### src/vdib_pkg.sv
// Package: register map, field layout, reset values and line counts
// for the secondary interrupt logic of the video decoder.
// Assumes a decoded byte register port from the serial host engine.
//
// What this block does
// - A one written to a clear bit zeroes its flag; zeros do nothing.
// - Clear resets to zero; bits 7,6,4-0 clear flags; bit 5 reserved.
// - Source is nonstandard when lines per frame are not standard.
// - A mask one lets a set flag drive the pin; a zero blocks it.
// - Flags set regardless of mask; the mask only gates the pin.
// - Active one cycle after a flag and its mask bit are both one; readable.
// - Mask shares clear bit positions, bit 5 reserved, resets to zero.
// - Config bit 0 picks polarity: 0 active low at reset, 1 active high.
// - Active low: pull pin low when active, release when inactive.
// - Active high: drive pin high when active, low when inactive.
// - Status changes of the monitored conditions set their flags; init only on a rise.
// - Completed internal initialization sets the init-ready flag.
package vdib_pkg;
  localparam int          DATA_W        = 8;
  localparam int          ADDR_W        = 8;
  localparam int          LINE_W        = 10;
  // Register offsets
  localparam logic [7:0]  ADDR_CLEAR    = 8'h1C;
  localparam logic [7:0]  ADDR_MASK     = 8'h1D;
  localparam logic [7:0]  ADDR_CONFIG   = 8'h1E;
  localparam logic [7:0]  ADDR_STATUS   = 8'h86;
  localparam logic [7:0]  ADDR_ACTIVE   = 8'hC3;
  // Field positions
  localparam int          BIT_INIT      = 7;
  localparam int          BIT_COPY      = 6;
  localparam int          BIT_FIELD     = 4;
  localparam int          BIT_LALT      = 3;
  localparam int          BIT_COLOR     = 2;
  localparam int          BIT_SYNC      = 1;
  localparam int          BIT_SOURCE    = 0;
  localparam int          BIT_POLARITY  = 0;
  localparam int          BIT_ACTIVE    = 0;
  // Bits that exist in clear, mask and status
  localparam logic [7:0]  FLAG_BITS     = 8'hDF;
  // Bits raised on any change of level
  localparam logic [7:0]  CHANGE_BITS   = 8'h5F;
  // Bit raised on a rising level only
  localparam logic [7:0]  RISE_BITS     = 8'h80;
  // Reset values
  localparam logic [7:0]  RST_BYTE      = 8'h00;
  localparam logic        RST_SRC_STD   = 1'b1;
  // Standard lines per frame
  localparam logic [9:0]  LINES_525     = 10'h20D;
  localparam logic [9:0]  LINES_625     = 10'h271;
  localparam logic [9:0]  LINES_MAX     = 10'h3FF;
  localparam logic [9:0]  LINES_ONE     = 10'h001;
  localparam logic [9:0]  LINES_ZERO    = 10'h000;
endpackage

### src/vdib_top.sv
// Top: secondary interrupt flags, mask, polarity and the interrupt pin.
// Assumes the register port and the condition inputs are on MCLK_I;
// the pin's pull-up and wired level are resolved outside.
`timescale 1ns/1ps
`default_nettype none
module vdib_top (
  input  wire logic        MCLK_I,
  input  wire logic        ARST_N_I,
  input  wire logic [7:0]  REG_ADDR_I,
  input  wire logic        REG_WR_I,
  input  wire logic [7:0]  REG_WDATA_I,
  input  wire logic        REG_RD_I,
  output logic      [7:0]  REG_RDATA_O,
  input  wire logic        INIT_DONE_I,
  input  wire logic        COPY_DETECT_I,
  input  wire logic        FIELD_RATE_I,
  input  wire logic        LINE_ALT_I,
  input  wire logic        COLOR_LOCK_I,
  input  wire logic        SYNC_LOCK_I,
  input  wire logic        LINE_STROBE_I,
  input  wire logic        FRAME_STROBE_I,
  output logic             SOURCE_TYPE_STANDARD_FLAG_O,
  output logic             HOST_INTERRUPT_PIN_O,
  output logic             HOST_INTERRUPT_PIN_OE_O
);

  function automatic logic wr_hit(input logic       wr,
                                  input logic [7:0] addr,
                                  input logic [7:0] target);
    wr_hit = wr && (addr == target);
  endfunction

  // Reset release through two flops
  logic       rst_meta_reg;
  logic       rst_n_reg;

  always_ff @(posedge MCLK_I or negedge ARST_N_I) begin
    if (!ARST_N_I) begin
      rst_meta_reg <= 1'b0;
      rst_n_reg    <= 1'b0;
    end else begin
      rst_meta_reg <= 1'b1;
      rst_n_reg    <= rst_meta_reg;
    end
  end

  logic [7:0] status_reg;
  logic [7:0] status_next;
  logic [7:0] mask_reg;
  logic       polarity_reg;
  logic       int_active_reg;
  logic [7:0] rdata_reg;
  logic [7:0] prev_reg;
  logic       primed_reg;
  logic [9:0] line_cnt_reg;
  logic [9:0] line_cnt_next;
  logic       frame_seen_reg;
  logic       src_std_reg;
  logic       src_std_next;

  wire        wr_clear_w  = wr_hit(REG_WR_I, REG_ADDR_I, vdib_pkg::ADDR_CLEAR);
  wire        wr_mask_w   = wr_hit(REG_WR_I, REG_ADDR_I, vdib_pkg::ADDR_MASK);
  wire        wr_config_w = wr_hit(REG_WR_I, REG_ADDR_I,
                                   vdib_pkg::ADDR_CONFIG);

  // Bits to clear this cycle; reserved bit ignored
  wire  [7:0] clr_bits_w  = wr_clear_w ?
                            (REG_WDATA_I & vdib_pkg::FLAG_BITS) :
                            vdib_pkg::RST_BYTE;
  wire  [7:0] mask_wr_w   = REG_WDATA_I & vdib_pkg::FLAG_BITS;

  // Monitored levels in status bit order
  wire  [7:0] mon_w = {INIT_DONE_I, COPY_DETECT_I, 1'b0, FIELD_RATE_I,
                       LINE_ALT_I, COLOR_LOCK_I, SYNC_LOCK_I, src_std_reg};

  // Change events; none until the previous levels are captured
  wire  [7:0] ev_w = primed_reg ?
                     (((mon_w ^ prev_reg) & vdib_pkg::CHANGE_BITS) |
                      (mon_w & ~prev_reg & vdib_pkg::RISE_BITS)) :
                     vdib_pkg::RST_BYTE;

  // Event wins over a clear in the same cycle
  assign status_next = (status_reg & ~clr_bits_w) | ev_w;

  wire  [7:0] pend_w  = status_reg & mask_reg;
  wire        pend_any_w = |pend_w;

  // Lines per frame classification
  wire        frame_end_w = FRAME_STROBE_I && frame_seen_reg;
  wire        std_count_w = (line_cnt_reg == vdib_pkg::LINES_525) ||
                            (line_cnt_reg == vdib_pkg::LINES_625);
  assign src_std_next = frame_end_w ? std_count_w : src_std_reg;

  assign line_cnt_next =
    FRAME_STROBE_I ? (LINE_STROBE_I ? vdib_pkg::LINES_ONE :
                                      vdib_pkg::LINES_ZERO) :
    (LINE_STROBE_I && line_cnt_reg != vdib_pkg::LINES_MAX) ?
      line_cnt_reg + vdib_pkg::LINES_ONE : line_cnt_reg;

  // Read mux; clear register reads as zero
  wire  [7:0] rd_mux_w =
    (REG_ADDR_I == vdib_pkg::ADDR_MASK)   ? mask_reg :
    (REG_ADDR_I == vdib_pkg::ADDR_CONFIG) ?
      {7'h00, polarity_reg} :
    (REG_ADDR_I == vdib_pkg::ADDR_STATUS) ? status_reg :
    (REG_ADDR_I == vdib_pkg::ADDR_ACTIVE) ?
      {7'h00, int_active_reg} :
    vdib_pkg::RST_BYTE;

  always_ff @(posedge MCLK_I or negedge rst_n_reg) begin
    if (!rst_n_reg) begin
      status_reg <= vdib_pkg::RST_BYTE;
      prev_reg   <= vdib_pkg::RST_BYTE;
      primed_reg <= 1'b0;
    end else begin
      status_reg <= status_next;
      prev_reg   <= mon_w;
      primed_reg <= 1'b1;
    end
  end

  always_ff @(posedge MCLK_I or negedge rst_n_reg) begin
    if (!rst_n_reg) begin
      mask_reg     <= vdib_pkg::RST_BYTE;
      polarity_reg <= 1'b0;
    end else begin
      if (wr_mask_w) begin
        mask_reg <= mask_wr_w;
      end
      if (wr_config_w) begin
        polarity_reg <= REG_WDATA_I[vdib_pkg::BIT_POLARITY];
      end
    end
  end

  always_ff @(posedge MCLK_I or negedge rst_n_reg) begin
    if (!rst_n_reg) begin
      int_active_reg <= 1'b0;
      rdata_reg      <= vdib_pkg::RST_BYTE;
    end else begin
      int_active_reg <= pend_any_w;
      if (REG_RD_I) begin
        rdata_reg <= rd_mux_w;
      end
    end
  end

  always_ff @(posedge MCLK_I or negedge rst_n_reg) begin
    if (!rst_n_reg) begin
      line_cnt_reg   <= vdib_pkg::LINES_ZERO;
      frame_seen_reg <= 1'b0;
      src_std_reg    <= vdib_pkg::RST_SRC_STD;
    end else begin
      line_cnt_reg   <= line_cnt_next;
      frame_seen_reg <= frame_seen_reg | FRAME_STROBE_I;
      src_std_reg    <= src_std_next;
    end
  end

  assign REG_RDATA_O                 = rdata_reg;
  assign SOURCE_TYPE_STANDARD_FLAG_O = src_std_reg;
  // Open drain when active low, push-pull when active high
  assign HOST_INTERRUPT_PIN_O    =
    polarity_reg & int_active_reg;
  assign HOST_INTERRUPT_PIN_OE_O =
    polarity_reg | int_active_reg;

  // Polarity match with the primary interrupt is left to the host

  // Checks
  property p_clear_bits;
    @(posedge MCLK_I) disable iff (!rst_n_reg)
    (wr_clear_w && ev_w == vdib_pkg::RST_BYTE) |=>
      (status_reg & $past(clr_bits_w)) == vdib_pkg::RST_BYTE;
  endproperty
  a_clear_bits: assert property (p_clear_bits)
    else $error("cleared flag still set");

  property p_zero_keeps;
    @(posedge MCLK_I) disable iff (!rst_n_reg)
    wr_clear_w |=> ((status_reg ^ $past(status_reg)) &
                    ~$past(clr_bits_w) & ~$past(ev_w)) == vdib_pkg::RST_BYTE;
  endproperty
  a_zero_keeps: assert property (p_zero_keeps)
    else $error("flag changed without clear or event");

  property p_nonstandard;
    @(posedge MCLK_I) disable iff (!rst_n_reg)
    (frame_end_w && !std_count_w) |=> !SOURCE_TYPE_STANDARD_FLAG_O;
  endproperty
  a_nonstandard: assert property (p_nonstandard)
    else $error("nonstandard count not flagged");

  property p_mask_blocks;
    @(posedge MCLK_I) disable iff (!rst_n_reg)
    (pend_w == vdib_pkg::RST_BYTE) [*2] |-> !int_active_reg;
  endproperty
  a_mask_blocks: assert property (p_mask_blocks)
    else $error("interrupt active with nothing pending");

  property p_event_sets;
    @(posedge MCLK_I) disable iff (!rst_n_reg)
    (ev_w != vdib_pkg::RST_BYTE) |=> (status_reg & $past(ev_w)) == $past(ev_w);
  endproperty
  a_event_sets: assert property (p_event_sets)
    else $error("event lost");

  property p_active_read;
    @(posedge MCLK_I) disable iff (!rst_n_reg)
    (REG_RD_I && REG_ADDR_I == vdib_pkg::ADDR_ACTIVE) |=>
      REG_RDATA_O[vdib_pkg::BIT_ACTIVE] == $past(int_active_reg);
  endproperty
  a_active_read: assert property (p_active_read)
    else $error("active state misread");

  property p_mask_reserved;
    @(posedge MCLK_I) disable iff (!rst_n_reg)
    wr_mask_w |=> mask_reg == ($past(REG_WDATA_I) & vdib_pkg::FLAG_BITS);
  endproperty
  a_mask_reserved: assert property (p_mask_reserved)
    else $error("mask write wrong");

  property p_pin_low;
    @(posedge MCLK_I) disable iff (!rst_n_reg)
    !polarity_reg |-> !HOST_INTERRUPT_PIN_O &&
                      (HOST_INTERRUPT_PIN_OE_O == int_active_reg);
  endproperty
  a_pin_low: assert property (p_pin_low)
    else $error("open drain pin wrong");

  property p_pin_high;
    @(posedge MCLK_I) disable iff (!rst_n_reg)
    polarity_reg |-> HOST_INTERRUPT_PIN_OE_O &&
                     (HOST_INTERRUPT_PIN_O == int_active_reg);
  endproperty
  a_pin_high: assert property (p_pin_high)
    else $error("push pull pin wrong");

  property p_set_beats_clear;
    @(posedge MCLK_I) disable iff (!rst_n_reg)
    (wr_clear_w && (clr_bits_w & ev_w) != vdib_pkg::RST_BYTE) |=>
      (status_reg & $past(ev_w)) == $past(ev_w);
  endproperty
  a_set_beats_clear: assert property (p_set_beats_clear)
    else $error("clear beat event");

  property p_active_def;
    @(posedge MCLK_I) disable iff (!rst_n_reg)
    1'b1 |=> int_active_reg == |($past(status_reg) & $past(mask_reg));
  endproperty
  a_active_def: assert property (p_active_def)
    else $error("active state not flag and mask");

  property p_reserved_zero;
    @(posedge MCLK_I) disable iff (!rst_n_reg)
    ((status_reg | mask_reg) & ~vdib_pkg::FLAG_BITS) == vdib_pkg::RST_BYTE;
  endproperty
  a_reserved_zero: assert property (p_reserved_zero)
    else $error("reserved bit set");

  property p_src_hold;
    @(posedge MCLK_I) disable iff (!rst_n_reg)
    !frame_end_w |=> $stable(SOURCE_TYPE_STANDARD_FLAG_O);
  endproperty
  a_src_hold: assert property (p_src_hold)
    else $error("source type changed outside frame end");

  property p_standard;
    @(posedge MCLK_I) disable iff (!rst_n_reg)
    (frame_end_w && std_count_w) |=> SOURCE_TYPE_STANDARD_FLAG_O;
  endproperty
  a_standard: assert property (p_standard)
    else $error("standard count not flagged");

  property p_init_rise;
    @(posedge MCLK_I) disable iff (!rst_n_reg)
    (primed_reg && INIT_DONE_I && !prev_reg[vdib_pkg::BIT_INIT]) |=>
      status_reg[vdib_pkg::BIT_INIT];
  endproperty
  a_init_rise: assert property (p_init_rise)
    else $error("init ready flag not set");

  property p_change_sets;
    @(posedge MCLK_I) disable iff (!rst_n_reg)
    primed_reg |=> (~status_reg & ($past(mon_w) ^ $past(prev_reg)) &
                    vdib_pkg::CHANGE_BITS) == vdib_pkg::RST_BYTE;
  endproperty
  a_change_sets: assert property (p_change_sets)
    else $error("change did not set its flag");

  property p_clear_reads_zero;
    @(posedge MCLK_I) disable iff (!rst_n_reg)
    (REG_RD_I && REG_ADDR_I == vdib_pkg::ADDR_CLEAR) |=>
      REG_RDATA_O == vdib_pkg::RST_BYTE;
  endproperty
  a_clear_reads_zero: assert property (p_clear_reads_zero)
    else $error("clear register read not zero");

  property p_config_read;
    @(posedge MCLK_I) disable iff (!rst_n_reg)
    (REG_RD_I && REG_ADDR_I == vdib_pkg::ADDR_CONFIG) |=>
      REG_RDATA_O == {7'h00, $past(polarity_reg)};
  endproperty
  a_config_read: assert property (p_config_read)
    else $error("config read wrong");

  c_irq: cover property (@(posedge MCLK_I) disable iff (!rst_n_reg)
    !int_active_reg ##1 int_active_reg);
  c_race: cover property (@(posedge MCLK_I) disable iff (!rst_n_reg)
    wr_clear_w && (clr_bits_w & ev_w) != vdib_pkg::RST_BYTE);
  c_nonstd: cover property (@(posedge MCLK_I) disable iff (!rst_n_reg)
    frame_end_w && !std_count_w);
  c_high: cover property (@(posedge MCLK_I) disable iff (!rst_n_reg)
    polarity_reg && int_active_reg);
  c_std: cover property (@(posedge MCLK_I) disable iff (!rst_n_reg)
    frame_end_w && std_count_w);

endmodule
`default_nettype wire

### config.mk
export PLATFORM = sky130hd
export DESIGN_NAME = vdib_top
export DESIGN_NICKNAME = d
export VERILOG_FILES = /design/src/vdib_pkg.sv /design/src/vdib_top.sv
export SDC_FILE = /design/constraint.sdc
export NUM_CORES = 1
export LEC_CHECK = 0
export BUFFER_PORTS_ARGS = -buffer_cell sky130_fd_sc_hd__buf_2
export CAP_MARGIN = 20
export CORE_ASPECT_RATIO = 1.4
export CORE_MARGIN = 2
export CORE_UTILIZATION = 54
export CTS_CLUSTER_SIZE = 14
export DETAILED_ROUTE_END_ITERATION = 6
export PLACE_DENSITY_LB_ADDON = 0.12
export RECOVER_POWER = 100
export REMOVE_ABC_BUFFERS = 1
export SLEW_MARGIN = 15
export SYNTH_ARGS = -nofsm -noshare
export SYNTH_HDL_FRONTEND = slang
export SYNTH_SLANG_ARGS = --single-unit
export TNS_END_PERCENT = 100
### constraint.sdc
create_clock -name MCLK_I -period 1.8 [get_ports MCLK_I]
set_input_delay 0 -clock MCLK_I [delete_from_list [all_inputs] [get_ports MCLK_I]]
set_output_delay 0 -clock MCLK_I [all_outputs]
set_load 0.01 [all_outputs]
==> reports/metrics.cfg <==
[sta]
rsz0062_at_grt=false
timing.slew.headroom_pct=31.4
max_freq_mhz=600
min_period_over_period_pct=92.5
fin_ws_ns=0.134
drv_slew=0
setup_tns_ns=0
layout_min_cycle_time_ns=1.67
tightest_slew_ns=1.03
finalHoldViolCount=0
setup_viol=0
fin_skew_ns=0.00829

[pwr]
power_leakage_nw=1.10
ir_drop_uv=714
power_density_nw_per_um2=743

[route]
antenna_left=0
drt-met1-wl_microns=1620
first_pass_iters=4
drcViolationCount=0
wire_per_inst_microns=15.2
met2WireLength_microns=2320
top_layer=met4
wirelength_microns=4300
via_per_inst=5.79
route.met3.wl_microns=239
vias=1638
drt_iter0_drc=71

[clock_tree]
path_clk_slew_ns=0.08
clockBufferDepth=2
cts_tree=done
clockRootBuffer=clkbuf_8
cts_buffers=5
clk_latency_ns=0.30
cts.sinks=45
cts_htree_levels=2

[cells_and_area]
largest_reg_flops=10
final_nets=271
antenna_cells=0
area_delta_synth_final_pct=21.7
fin_cells=283
drive_gt1_share_pct=18.7

[placed_design]
gp_congestion=0.897
place.port_buffers=36
dpl_worst_slack_ns=0.0545
dp_cells=259
dp_hpwl_microns=3030

[floorplan]
die_w_microns=56.4
die_area_sq_um=4370
rows=26
core_area_sq_um=3680
start_util_pct=56.5
die_h_microns=77.4
ios=39

[job]
cap_violations=0

[global_route]
grt_max_degree=44
grt_pass1_vias=1546
antenna_found_initial=0
grt_pass1_wl_microns=7060
track_usage_pct=21.2
overflow=0

[setup_path]
critPathMaxFanout=5
path_cells=ha_2 > nand3_2 > or3_1 > nand3_1 > mux2_1
required_ns=1.98
cpPeakStageDelay_ns=0.41
startpoint_type=flip-flop
crit_slowest_cell=or3_1
crit_arrival_ns=1.85
crit_type=flip-flop to flip-flop
worstSetupEndpointType=flip-flop

[logic_synthesis]
synthDistinctLibCells=48
yosysTopAreaCellShare_pct=53.0
async_flop_share_pct=100
yosysWarnings=0
synth_top_area_cell=dfrtp_1
synth_ff_type=dfrtp_1
seq_area_frac_synth_pct=54.2
ys_ff_latch=45
postSynthAreaPerCell_sq_um=11.4
syn-cell-area_sq_um=2080
synth_edf_count=0
postSynthCellCount=182
synth_area_leaders=dfrtp_1 (53%), mux2_2 (4.3%), xor2_1 (3.4%)

[outcome]
run_status=finished, final reports clean

[min_path]
min_path_type=input port to flip-flop

## cell type report
| cell class | count | area, sq um |
|---|---|---|
| fillers | 293 | 1150 |
| flip-flops and latches | 45 | 1130 |
| multi-input cells | 127 | 891 |
| repair buffers | 57 | 350 |
| clock buffers | 6 | 82.6 |
| well taps | 42 | 52.6 |
| inverters | 5 | 18.8 |
| clock inverters | 1 | 7.51 |
## path summary, 6_finish.rpt
kind / from / endpoint / slack (ns) / cells after the start
setup / recovery: line_cnt_reg[1]$_DFFE_PN0P_ / line_cnt_reg[3]$_DFFE_PN0P_ / 0.13 / 5
hold / removal: REG_ADDR_I[3] / REG_RDATA_O[0]$_DFFE_PN0P_ / 0.009 / 4
setup reg to reg: line_cnt_reg[1]$_DFFE_PN0P_ / line_cnt_reg[3]$_DFFE_PN0P_ / 0.13 / 5
hold reg to reg: rst_meta_reg$_DFF_PN0_ / rst_n_reg$_DFF_PN0_ / 0.36 / 0
max in group asynchronous: rst_n_reg$_DFF_PN0_ / line_cnt_reg[0]$_DFFE_PN0P_ / 0.65 / 1
min in group asynchronous: rst_n_reg$_DFF_PN0_ / prev_reg[4]$_DFF_PN0_ / 0.50 / 1
## cells by family (layout without fill, tap and decap cells)
kind of cell             after synthesis  in the layout  share of synthesized area, %
flip-flops                            45             45                          54.2
AO/OA/AOI/OAI                         38             38                          15.2
adder cells (fa/ha/maj)                2              2                          1.20
AND/OR/NAND/NOR                       66             66                          17.9
buffers and inverters                 11             69                          2.35
XOR/XNOR                               8              8                          3.37
other                                  2              3                         0.361
multiplexers                          10             10                          5.36
## timing repair
action | in CTS | in global routing
endpoints found under the hold margin | 18 | 0
setup endpoints to repair | 0 | 3
buffers inserted | 0 | 1
resized for setup | 0 | 1
hold buffers | 16 | 0
## routing by layer
layer  vias to the layer above  GRT usage [%]
met5                         -              0
met4                         0           11.0
met3                        15           5.50
met2                        66           36.9
met1                       778           23.3
li1                        779              -
## layout by cell type (no fill, tap or decap), types with 5 or more instances in the layout
cell / instances
dfrtp_1: 44
a21oi_1: 5
dlygate4sd3_1: 16
nand3_1: 9
mux2_2: 8
a221o_1: 6
buf_2: 19
a22o_1: 6
nor2b_1: 11
clkbuf_8: 6
xor2_1: 8
nand2_1: 15
nor2_1: 11
clkbuf_1: 18
inv_1: 5
## per-stage QoR
step	util, %	cell area, sq um	power (mW)	hold slack (ns)
4_1_cts	69.8	2560	1.91	0.00193
5_1_grt	68.8	2530	1.97	0.00976
3_3_place_gp	63.0	2310	1.24	-0.215
6_report	68.8	2530	1.88	0.00913
3_5_place_dp	63.0	2310	1.25	-0.214
2_1_floorplan	-	2050	1.17	-0.296
## where the power goes
part	switching, mW	internal [mW]
Sequential	0.0235	1.04
Clock	0.321	0.303
Combinational	0.0973	0.0931
## worst max-delay path, delay by kind of cell (launching register included)
kind                     cells  cell delay [ns]
AND/OR/NAND/NOR              3             0.65
flip-flops                   1             0.37
multiplexers                 1             0.32
adder cells (fa/ha/maj)      1             0.21
## synthesized netlist by cell type, types with 2 or more instances
cell,count
a21oi_1,5
a221o_1,6
a22o_1,6
a22oi_1,2
a32o_1,2
and2_1,2
and3_1,3
buf_2,3
conb_1,2
dfrtp_1,44
ha_1,2
inv_1,5
mux2_2,8
nand2_1,15
nand3_1,7
nand3_2,3
nor2_1,11
nor2b_1,11
nor3_1,3
nor4_1,2
o2111ai_1,2
o21ai_0,2
o21ai_1,2
or2_2,3
xor2_1,8
Note: power is estimated with default switching activity, not from simulation.
